### config.mk
export PLATFORM = sky130hd
export DESIGN_NAME = bchu_regs
export DESIGN_NICKNAME = d
export VERILOG_FILES = /design/src/logic/bchu_pkg.sv /design/src/logic/bchu_regs.sv /design/src/logic/bchu_discard_timer.sv
export VERILOG_INCLUDE_DIRS = /design/src /design/src/logic
export SDC_FILE = /design/constraint.sdc
export NUM_CORES = 1
export LEC_CHECK = 0
export BUFFER_PORTS_ARGS = -buffer_cell sky130_fd_sc_hd__buf_2
export CAP_MARGIN = 20
export CORE_MARGIN = 3
export CORE_UTILIZATION = 46
export CTS_CLUSTER_DIAMETER = 80
export CTS_CLUSTER_SIZE = 8
export DETAILED_ROUTE_END_ITERATION = 10
export GPL_ROUTABILITY_DRIVEN = 0
export PLACE_DENSITY = 0.69
export SLEW_MARGIN = 25
export SYNTH_ARGS = -nofsm -noshare
export SYNTH_HDL_FRONTEND = slang
export SYNTH_SLANG_ARGS = --single-unit
export TNS_END_PERCENT = 20
### constraint.sdc
create_clock -name core_clk -period 7.5 [get_ports core_clk]
set_input_delay 0.75 -clock core_clk [delete_from_list [all_inputs] [get_ports core_clk]]
set_output_delay 0.75 -clock core_clk [all_outputs]
set_load 0.005 [all_outputs]
### src/logic/bchu_params.svh
// Offsets, field positions, reset values and counts of the upper header bank
`ifndef BCHU_PARAMS_SVH
`define BCHU_PARAMS_SVH

`define BCHU_OFF_IO_TOP_HI     8'h32
`define BCHU_OFF_CAP_FIRST     8'h34
`define BCHU_OFF_ROM_BASE      8'h38
`define BCHU_OFF_IRQ_ROUTE     8'h3c
`define BCHU_OFF_IRQ_TERM      8'h3d
`define BCHU_OFF_SEC_CTRL      8'h3e

`define BCHU_RST_IO_TOP_HI     16'h0000
`define BCHU_VAL_CAP_FIRST     8'hdc
`define BCHU_VAL_ROM_BASE      32'h00000000
`define BCHU_RST_IRQ_ROUTE     8'hff
`define BCHU_VAL_IRQ_TERM      8'h00
`define BCHU_RST_SEC_CTRL      16'h0000

`define BCHU_CTRL_RW_MASK      16'h0b6f
`define BCHU_CTRL_SERR_EN      11
`define BCHU_CTRL_DISC_STAT    10
`define BCHU_CTRL_SEC_SHORT    9
`define BCHU_CTRL_PRI_SHORT    8

`define BCHU_WAIT_LONG         32768
`define BCHU_WAIT_SHORT        1024

`endif

### src/logic/bchu_pkg.sv
// Types shared by the upper header bank and its discard timers
package bchu_pkg;
    typedef logic [7:0]  bchu_byte_t;
    typedef logic [15:0] bchu_half_t;
    typedef logic [31:0] bchu_word_t;
    typedef logic [5:0]  bchu_dword_t;
    typedef logic [15:0] bchu_count_t;
    typedef enum logic [1:0] {
        BCHU_TMR_IDLE  = 2'b01,
        BCHU_TMR_COUNT = 2'b10
    } bchu_tmr_e;
endpackage

### src/logic/bchu_regs.sv
// Upper configuration header bank of the bridge, offsets 32h to 3Eh
// Operation
// - Top-of-I/O-window upper address bits, 16-bit read/write, reset zero.
// - First capability offset reads fixed DCh; writes ignored.
// - ROM window base is 32-bit zero, writes ignored.
// - Interrupt routing byte is read/write and resets to FFh.
// - Interrupt terminal byte is read-only zero.
// - Secondary control at 3Eh, all bits zero after reset.
// - Secondary control bits 15 to 12 read zero, writes dropped.
// - Control bit 11 enables system error on primary discard expiry.
// - Bit 10 set on any discard; software clears by writing one.
// - Discard wait is 2^15 clocks, or 2^10 when select bit set.
`timescale 1ns/100ps
`include "bchu_params.svh"
module bchu_regs
    import bchu_pkg::*;
#(
    parameter int LONG_WAIT  = `BCHU_WAIT_LONG,
    parameter int SHORT_WAIT = `BCHU_WAIT_SHORT
) (
    input  wire logic        core_clk,
    input  wire logic        resetn,
    input  wire logic        ce,
    input  wire logic        cfg_req,
    input  wire logic        cfg_we,
    input  wire logic [5:0]  cfg_dw,
    input  wire logic [3:0]  cfg_be,
    input  wire logic [31:0] cfg_wdata,
    input  wire logic        pri_pend,
    input  wire logic        sec_pend,
    output logic             cfg_ack,
    output logic [31:0]      cfg_rdata,
    output logic [15:0]      io_top_hi,
    output logic [15:0]      sec_ctrl,
    output logic [7:0]       irq_route,
    output logic             pri_discard,
    output logic             sec_discard,
    output logic             discard_serr
);
    logic        rst_meta_r;
    logic        rst_n;
    logic        wr;
    logic        rd;
    logic        hit_io;
    logic        hit_cap;
    logic        hit_rom;
    logic        hit_irq;
    logic        stat_clr;
    bchu_half_t  ctrl_nxt;
    bchu_word_t  rdata_nxt;

    // Bank dword index of a printed byte offset
    function automatic bchu_dword_t dw_of(input bchu_byte_t off);
        dw_of = off[7:2];
    endfunction

    // Merge two write bytes into a half-word under their enables
    function automatic bchu_half_t merge16(input bchu_half_t old,
                                           input bchu_half_t nw,
                                           input logic [1:0] be);
        merge16 = {be[1] ? nw[15:8] : old[15:8],
                   be[0] ? nw[7:0]  : old[7:0]};
    endfunction

    // Reset is applied at once and released on the clock
    always_ff @(posedge core_clk or negedge resetn) begin
        if (!resetn) begin
            rst_meta_r <= 1'b0;
            rst_n      <= 1'b0;
        end else begin
            rst_meta_r <= 1'b1;
            rst_n      <= rst_meta_r;
        end
    end

    assign wr      = ce && cfg_req && cfg_we;
    assign rd      = ce && cfg_req && !cfg_we;
    assign hit_io  = cfg_dw == dw_of(`BCHU_OFF_IO_TOP_HI);
    assign hit_cap = cfg_dw == dw_of(`BCHU_OFF_CAP_FIRST);
    assign hit_rom = cfg_dw == dw_of(`BCHU_OFF_ROM_BASE);
    assign hit_irq = cfg_dw == dw_of(`BCHU_OFF_IRQ_ROUTE);

    // Top of I/O window, upper half of dword 30h
    always_ff @(posedge core_clk or negedge rst_n) begin
        if (!rst_n) begin
            io_top_hi <= `BCHU_RST_IO_TOP_HI;
        end else if (wr && hit_io) begin
            io_top_hi <= merge16(io_top_hi, cfg_wdata[31:16],
                                 cfg_be[3:2]);
        end
    end

    // Interrupt routing byte; the terminal byte beside it has no storage
    always_ff @(posedge core_clk or negedge rst_n) begin
        if (!rst_n) begin
            irq_route <= `BCHU_RST_IRQ_ROUTE;
        end else if (wr && hit_irq && cfg_be[0]) begin
            irq_route <= cfg_wdata[7:0];
        end
    end

    // Secondary control; a status set in the clearing cycle wins
    assign stat_clr = wr && hit_irq && cfg_be[3] &&
                      cfg_wdata[16 + `BCHU_CTRL_DISC_STAT];

    always_comb begin
        ctrl_nxt = sec_ctrl;
        if (wr && hit_irq) begin
            ctrl_nxt = (merge16(sec_ctrl, cfg_wdata[31:16], cfg_be[3:2])
                        & `BCHU_CTRL_RW_MASK)
                     | (sec_ctrl & ~`BCHU_CTRL_RW_MASK);
        end
        if (stat_clr) begin
            ctrl_nxt[`BCHU_CTRL_DISC_STAT] = 1'b0;
        end
        if (pri_discard || sec_discard) begin
            ctrl_nxt[`BCHU_CTRL_DISC_STAT] = 1'b1;
        end
    end

    always_ff @(posedge core_clk or negedge rst_n) begin
        if (!rst_n) begin
            sec_ctrl <= `BCHU_RST_SEC_CTRL;
        end else if (ce) begin
            sec_ctrl <= ctrl_nxt;
        end
    end

    // Primary and secondary timers share one design, each with its select
    bchu_discard_timer #(
        .LONG_WAIT  (LONG_WAIT),
        .SHORT_WAIT (SHORT_WAIT)
    ) u_pri_timer (
        .core_clk  (core_clk),
        .rst_n     (rst_n),
        .ce        (ce),
        .pend      (pri_pend),
        .short_sel (sec_ctrl[`BCHU_CTRL_PRI_SHORT]),
        .expire    (pri_discard)
    );

    bchu_discard_timer #(
        .LONG_WAIT  (LONG_WAIT),
        .SHORT_WAIT (SHORT_WAIT)
    ) u_sec_timer (
        .core_clk  (core_clk),
        .rst_n     (rst_n),
        .ce        (ce),
        .pend      (sec_pend),
        .short_sel (sec_ctrl[`BCHU_CTRL_SEC_SHORT]),
        .expire    (sec_discard)
    );

    // Only primary expiry may raise system error
    always_ff @(posedge core_clk or negedge rst_n) begin
        if (!rst_n) begin
            discard_serr <= 1'b0;
        end else if (ce) begin
            discard_serr <= pri_discard &&
                            sec_ctrl[`BCHU_CTRL_SERR_EN];
        end
    end

    // Read mux; dwords outside the bank read zero
    always_comb begin
        rdata_nxt = 32'h00000000;
        if (hit_io) begin
            rdata_nxt = {io_top_hi, 16'h0000};
        end else if (hit_cap) begin
            rdata_nxt = {24'h000000, `BCHU_VAL_CAP_FIRST};
        end else if (hit_rom) begin
            rdata_nxt = `BCHU_VAL_ROM_BASE;
        end else if (hit_irq) begin
            rdata_nxt = {sec_ctrl & `BCHU_CTRL_RW_MASK
                         | (sec_ctrl & 16'h0400),
                         `BCHU_VAL_IRQ_TERM, irq_route};
        end
    end

    // Answer one enabled cycle after the request, read or write
    always_ff @(posedge core_clk or negedge rst_n) begin
        if (!rst_n) begin
            cfg_ack   <= 1'b0;
            cfg_rdata <= 32'h00000000;
        end else if (ce) begin
            cfg_ack <= cfg_req;
            if (rd) begin
                cfg_rdata <= rdata_nxt;
            end
        end
    end

    property p_io_write;
        @(posedge core_clk) disable iff (!rst_n)
        wr && hit_io && cfg_be[3:2] == 2'b11
        |=> io_top_hi == $past(cfg_wdata[31:16]);
    endproperty
    a_io_write: assert property (p_io_write)
        else $error("I/O window top did not take a full write");

    property p_cap_read;
        @(posedge core_clk) disable iff (!rst_n)
        rd && hit_cap |=> cfg_ack && cfg_rdata == 32'h000000dc;
    endproperty
    a_cap_read: assert property (p_cap_read)
        else $error("capability offset read wrong");

    property p_rom_read;
        @(posedge core_clk) disable iff (!rst_n)
        rd && hit_rom |=> cfg_rdata == 32'h00000000;
    endproperty
    a_rom_read: assert property (p_rom_read)
        else $error("ROM window base not zero");

    property p_route_write;
        @(posedge core_clk) disable iff (!rst_n)
        wr && hit_irq && cfg_be[0] |=> irq_route == $past(cfg_wdata[7:0]);
    endproperty
    a_route_write: assert property (p_route_write)
        else $error("interrupt routing byte did not store");

    property p_term_read;
        @(posedge core_clk) disable iff (!rst_n)
        rd && hit_irq |=> cfg_rdata[15:8] == 8'h00
                          && cfg_rdata[31:28] == 4'h0;
    endproperty
    a_term_read: assert property (p_term_read)
        else $error("terminal byte or reserved bits read nonzero");

    property p_ctrl_reset;
        @(posedge core_clk)
        $rose(rst_n) |-> sec_ctrl == 16'h0000 && irq_route == 8'hff;
    endproperty
    a_ctrl_reset: assert property (p_ctrl_reset)
        else $error("reset values wrong after release");

    property p_reserved_keep;
        @(posedge core_clk) disable iff (!rst_n)
        wr && hit_irq |=> sec_ctrl[15:12] == 4'h0;
    endproperty
    a_reserved_keep: assert property (p_reserved_keep)
        else $error("reserved control bits took a write");

    property p_serr;
        @(posedge core_clk) disable iff (!rst_n)
        ce && pri_discard
        |=> discard_serr == $past(sec_ctrl[`BCHU_CTRL_SERR_EN]);
    endproperty
    a_serr: assert property (p_serr)
        else $error("system error not tied to enable bit");

    property p_stat_set;
        @(posedge core_clk) disable iff (!rst_n)
        ce && (pri_discard || sec_discard) |=> sec_ctrl[10];
    endproperty
    a_stat_set: assert property (p_stat_set)
        else $error("discard status not set by expiry");

    property p_stat_clear;
        @(posedge core_clk) disable iff (!rst_n)
        stat_clr && !pri_discard && !sec_discard |=> !sec_ctrl[10];
    endproperty
    a_stat_clear: assert property (p_stat_clear)
        else $error("write of one did not clear status");

    property p_ro_write;
        @(posedge core_clk) disable iff (!rst_n)
        wr && (hit_cap || hit_rom) |=> $stable(io_top_hi)
                                       && $stable(irq_route);
    endproperty
    a_ro_write: assert property (p_ro_write)
        else $error("read-only write disturbed stored values");

    property p_be_keep;
        @(posedge core_clk) disable iff (!rst_n)
        wr && hit_io && cfg_be[3:2] == 2'b01
        |=> io_top_hi[15:8] == $past(io_top_hi[15:8]);
    endproperty
    a_be_keep: assert property (p_be_keep)
        else $error("disabled byte lane was written");

    property p_io_read;
        @(posedge core_clk) disable iff (!rst_n)
        rd && hit_io |=> cfg_rdata == {$past(io_top_hi), 16'h0000};
    endproperty
    a_io_read: assert property (p_io_read)
        else $error("I/O window top read back wrong");

    property p_serr_write;
        @(posedge core_clk) disable iff (!rst_n)
        wr && hit_irq && cfg_be[3]
        |=> sec_ctrl[`BCHU_CTRL_SERR_EN]
            == $past(cfg_wdata[16 + `BCHU_CTRL_SERR_EN]);
    endproperty
    a_serr_write: assert property (p_serr_write)
        else $error("system error enable did not take a write");

    property p_serr_quiet;
        @(posedge core_clk) disable iff (!rst_n)
        ce && !pri_discard |=> !discard_serr;
    endproperty
    a_serr_quiet: assert property (p_serr_quiet)
        else $error("system error raised without primary expiry");

    property p_route_keep;
        @(posedge core_clk) disable iff (!rst_n)
        wr && hit_irq && !cfg_be[0] |=> $stable(irq_route);
    endproperty
    a_route_keep: assert property (p_route_keep)
        else $error("routing byte changed with its lane disabled");
endmodule // bchu_regs

### src/logic/bchu_discard_timer.sv
// Discard timer for one side's pending delayed request
`timescale 1ns/100ps
module bchu_discard_timer
    import bchu_pkg::*;
#(
    parameter int LONG_WAIT  = 32768,
    parameter int SHORT_WAIT = 1024
) (
    input  wire logic core_clk,
    input  wire logic rst_n,
    input  wire logic ce,
    input  wire logic pend,
    input  wire logic short_sel,
    output logic      expire
);
    bchu_tmr_e   state_r;
    bchu_count_t cnt_r;
    bchu_count_t last;

    assign last = short_sel ? bchu_count_t'(SHORT_WAIT - 1)
                            : bchu_count_t'(LONG_WAIT - 1);

    // Goes idle after firing; a pend still high starts a fresh full wait
    always_ff @(posedge core_clk or negedge rst_n) begin
        if (!rst_n) begin
            state_r <= BCHU_TMR_IDLE;
            cnt_r   <= 16'h0000;
            expire  <= 1'b0;
        end else if (ce) begin
            expire <= 1'b0;
            case (state_r)
                BCHU_TMR_IDLE: begin
                    cnt_r <= 16'h0000;
                    if (pend) begin
                        state_r <= BCHU_TMR_COUNT;
                    end
                end
                BCHU_TMR_COUNT: begin
                    if (!pend) begin
                        state_r <= BCHU_TMR_IDLE;
                    end else if (cnt_r >= last) begin
                        expire  <= 1'b1;
                        state_r <= BCHU_TMR_IDLE;
                    end else begin
                        cnt_r <= cnt_r + 16'h0001;
                    end
                end
                default: state_r <= BCHU_TMR_IDLE;
            endcase
        end
    end

    property p_expire_at_limit;
        @(posedge core_clk) disable iff (!rst_n)
        ce && pend && state_r == BCHU_TMR_COUNT && cnt_r >= last
        |=> expire;
    endproperty
    a_expire_at_limit: assert property (p_expire_at_limit)
        else $error("timer did not expire at its limit");

    property p_no_early_expire;
        @(posedge core_clk) disable iff (!rst_n)
        ce && state_r == BCHU_TMR_COUNT && cnt_r < last |=> !expire;
    endproperty
    a_no_early_expire: assert property (p_no_early_expire)
        else $error("timer expired before its limit");
endmodule // bchu_discard_timer

==> key figures <==
Status
  • Status: finished, final reports clean

Clock tree
  • CTS sink count: 100
  • Post-CTS setup buffer count: 0
  • Root buf cell: clkbuf_8
  • Cts hold-fix bufs: 0
  • Cts bufs inserted: 9
  • Worst-Skew Late Latency: 0.37 ns
  • CTS resizes: 0
  • CTS max path bufs: 2
  • CTS tree: yes
  • CTS H-tree lvls: 3
  • Clock transition at the registers of the reported paths: 0.09 ns

Setup path
  • Worst Path Required: ~8 ns
  • Critical path class: reg -> reg
  • Critical-path maximum fanout: 17
  • Critical path endpoint category: flop
  • Startpoint Class: flop
  • CP arrival: 3.29 ns

Global route
  • Number of global-route vias before repair: 3832
  • Largest net degree at the start of global routing: 90
  • Initial antenna violation count: 0
  • GR Overflow Total: 0
  • First-pass GRT wire length: roughly 18000 um
  • GRT Total Usage: 0.189

Yosys
  • Async SR Flop Fraction: 1.00
  • Number of synthesis warnings: 0
  • Synthesized cell area: 5010 um^2
  • Synth Flop Type: dfrtp_1
  • Seq/Total Area, Yosys: 0.502
  • Syn Inst Count: around 480
  • Unique masters post-synth: 54
  • Number of synthesized flops with an enable pin: 0
  • Syn Area/Cell: 10.5 um^2
  • Yosys reg bits: 100

STA
  • Final max-slew violation count: 0
  • Fin. Hold Viols: 0
  • Max_slew headroom: 0.465
  • Fin crit share: 0.402
  • Setup Viol. Count Final: 0
  • RSZ-0062 raised after global routing: false
  • Worst Max-Slew Pin Slew: 0.802 ns
  • Max frequency: roughly 330 MHz
  • Setup TNS: 0 ns
  • Clock skew: 0.00885 ns
  • Final Critical Period: 3.01 ns

Finish
  • Final Util: 0.552
  • Share of cells above drive strength 1: 0.327
  • Fill cells: 929
  • Nets: 628
  • Antenna cells: 0
  • Area Overhead vs Synth: 15.4%

Power
  • IR drop worst, VDD: 0.140 mV
  • Static Leak: 2.84 nW
  • Power Dens Cells: 202 nW/um^2

Detailed routing
  • Initial DRT Pass Iterations: 5
  • DRT iter0 DRCs: 246
  • Residual DRC count: 0
  • Routed vias/inst: 5.66
  • Total wire length: 11400 um
  • Mean routed wirelength per cell: ~16 um
  • Detail Route Antenna Nets: 0
  • Via count: 4005

Floorplanning
  • Core area: 10500 um^2
  • Die ar.: 12200 um^2
  • Die W: 110 um
  • Initial Util: 0.479
  • Die height: 110 um
  • IO Count: 125
  • Placement row count: 37

Hold path
  • Hold Crit Class: reg -> async

Placement
  • I/O Buffers: 101
  • Dpl hpwl: 8190 um

Run
  • Max-cap violations: 0
-- cells in the final DEF (no fill, tap or decap), drive strengths merged, types with 11 or more instances in the layout --
cell    netlist  routed
a21oi        19      19
a31oi        14      14
a41oi        11      11
buf          22     106
clkbuf       16      11
conb          2      15
dfrtp        90      90
ha           12      12
inv          21      22
mux2         33      33
nand2        54      54
nand3        36      36
nor2         36      36
o21ai        13      13
-- path summary, 6_finish.rpt --
path | from | cells past startpoint | endpoint | slack, ns
worst max-delay path | u_pri_timer.state_r[1] | 5 | u_pri_timer.cnt_r[1] | 4.49
worst min-delay path | rst_n | 0 | u_sec_timer.cnt_r[0] | 0.15
worst max register to register | u_pri_timer.state_r[1] | 5 | u_pri_timer.cnt_r[1] | 4.49
worst min register to register | rst_n | 0 | u_sec_timer.cnt_r[0] | 0.15
max in group asynchronous | rst_n | 1 | u_sec_timer.cnt_r[5] | 6.36
min in group core_clk | rst_meta_r | 0 | rst_n | 0.36
-- power breakdown --
part / switching (W) / internal, W
Sequential: 0.0000245 / 0.000574
Combinational: 0.000110 / 0.0000627
Clock: 0.000186 / 0.000207
-- logic make-up (layout without fill, tap and decap cells) --
kind of cell             Yosys count  in the layout  share of synthesized area
multiplexers                      37             37                     0.0822
flip-flops                       100            100                      0.502
AND/OR/NAND/NOR                  167            167                      0.166
AO/OA/AOI/OAI                     98             98                      0.156
other                              2             15                    0.00150
adder cells (fa/ha/maj)           12             12                     0.0300
buffers and inverters             59            143                     0.0622
-- worst max-delay path, cell delays in order (launching register included) --
cell and delay [ns]:
dfrtp_1 0.37, nor2b_1 0.65, nand3_1 0.27, a211oi_4 0.66, nand2b_1 0.73, mux2i_1 0.26
-- synthesized netlist by cell type (all sizes together) (2+ instances only) --
cell type   n  area (um^2)
o31ai       6         58.8
conb        2         7.51
nor4        4         25.0
o2bb2ai     3         26.3
a211oi      2         27.5
dfstp      10          263
ha         12          150
or2         3         18.8
o21a        5         37.5
a21oi      19         95.1
nand4       7         43.8
o21ai      13         65.1
nor2       36          135
nor2b       2         12.5
nand2      54          203
a41oi      11         96.3
clkbuf     16         60.1
or3         2         12.5
o221ai      5         43.8
mux2       33          372
a221oi     10         87.6
nand3      36          200
a31oi      14          130
nor3        7         56.3
o22a        3         26.3
inv        21         78.8
and3        6         42.5
buf        22          173
nand2b      5         31.3
dfrtp      90         2250
mux2i       4         40.0
-- sequential cells by signal, summed over array words and instances (netlist names), 2 cells and up --
register and flops:
cfg_rdata 24, io_top_hi 16, u_pri_timer.cnt_r 16, u_sec_timer.cnt_r 16
sec_ctrl 10, irq_route 8, u_pri_timer.state_r 2, u_sec_timer.state_r 2
-- per-stage QoR --
step	instances	cell area (um^2)	power, W	hold slack [ns]	setup WS (ns)
6_report	708	5780	0.00117	0.145	4.49
5_1_grt	708	5780	0.00123	0.121	4.14
4_1_cts	708	5780	0.00118	0.133	4.48
3_5_place_dp	692	5550	0.000785	0.145	4.33
3_3_place_gp	692	5540	0.000777	0.138	4.37
2_1_floorplan	488	5060	0.000741	0.331	4.53
-- area by class of cell --
| cell class | count | area (um^2) | area share |
|---|---|---|---|
| multi-input cells | 329 | 2230 | 0.386 |
| inverters | 21 | 78.8 | 0.0136 |
| clock inverters | 5 | 82.6 | 0.0143 |
| flip-flops and latches | 100 | 2520 | 0.436 |
| repair buffers | 106 | 547 | 0.0946 |
| well taps | 136 | 170 | 0.0294 |
| clock buffers | 11 | 151 | 0.0262 |
-- metal layers --
layer | up-vias | GRT usage | routed length, um
met5 | - | 0 | 0
met4 | 0 | 0.0607 | 208
met3 | 17 | 0.0448 | 695
met2 | 132 | 0.328 | 5850
met1 | 1977 | 0.231 | 4620
li1 | 1879 | - | -
Power figures use the tool's default switching activity.
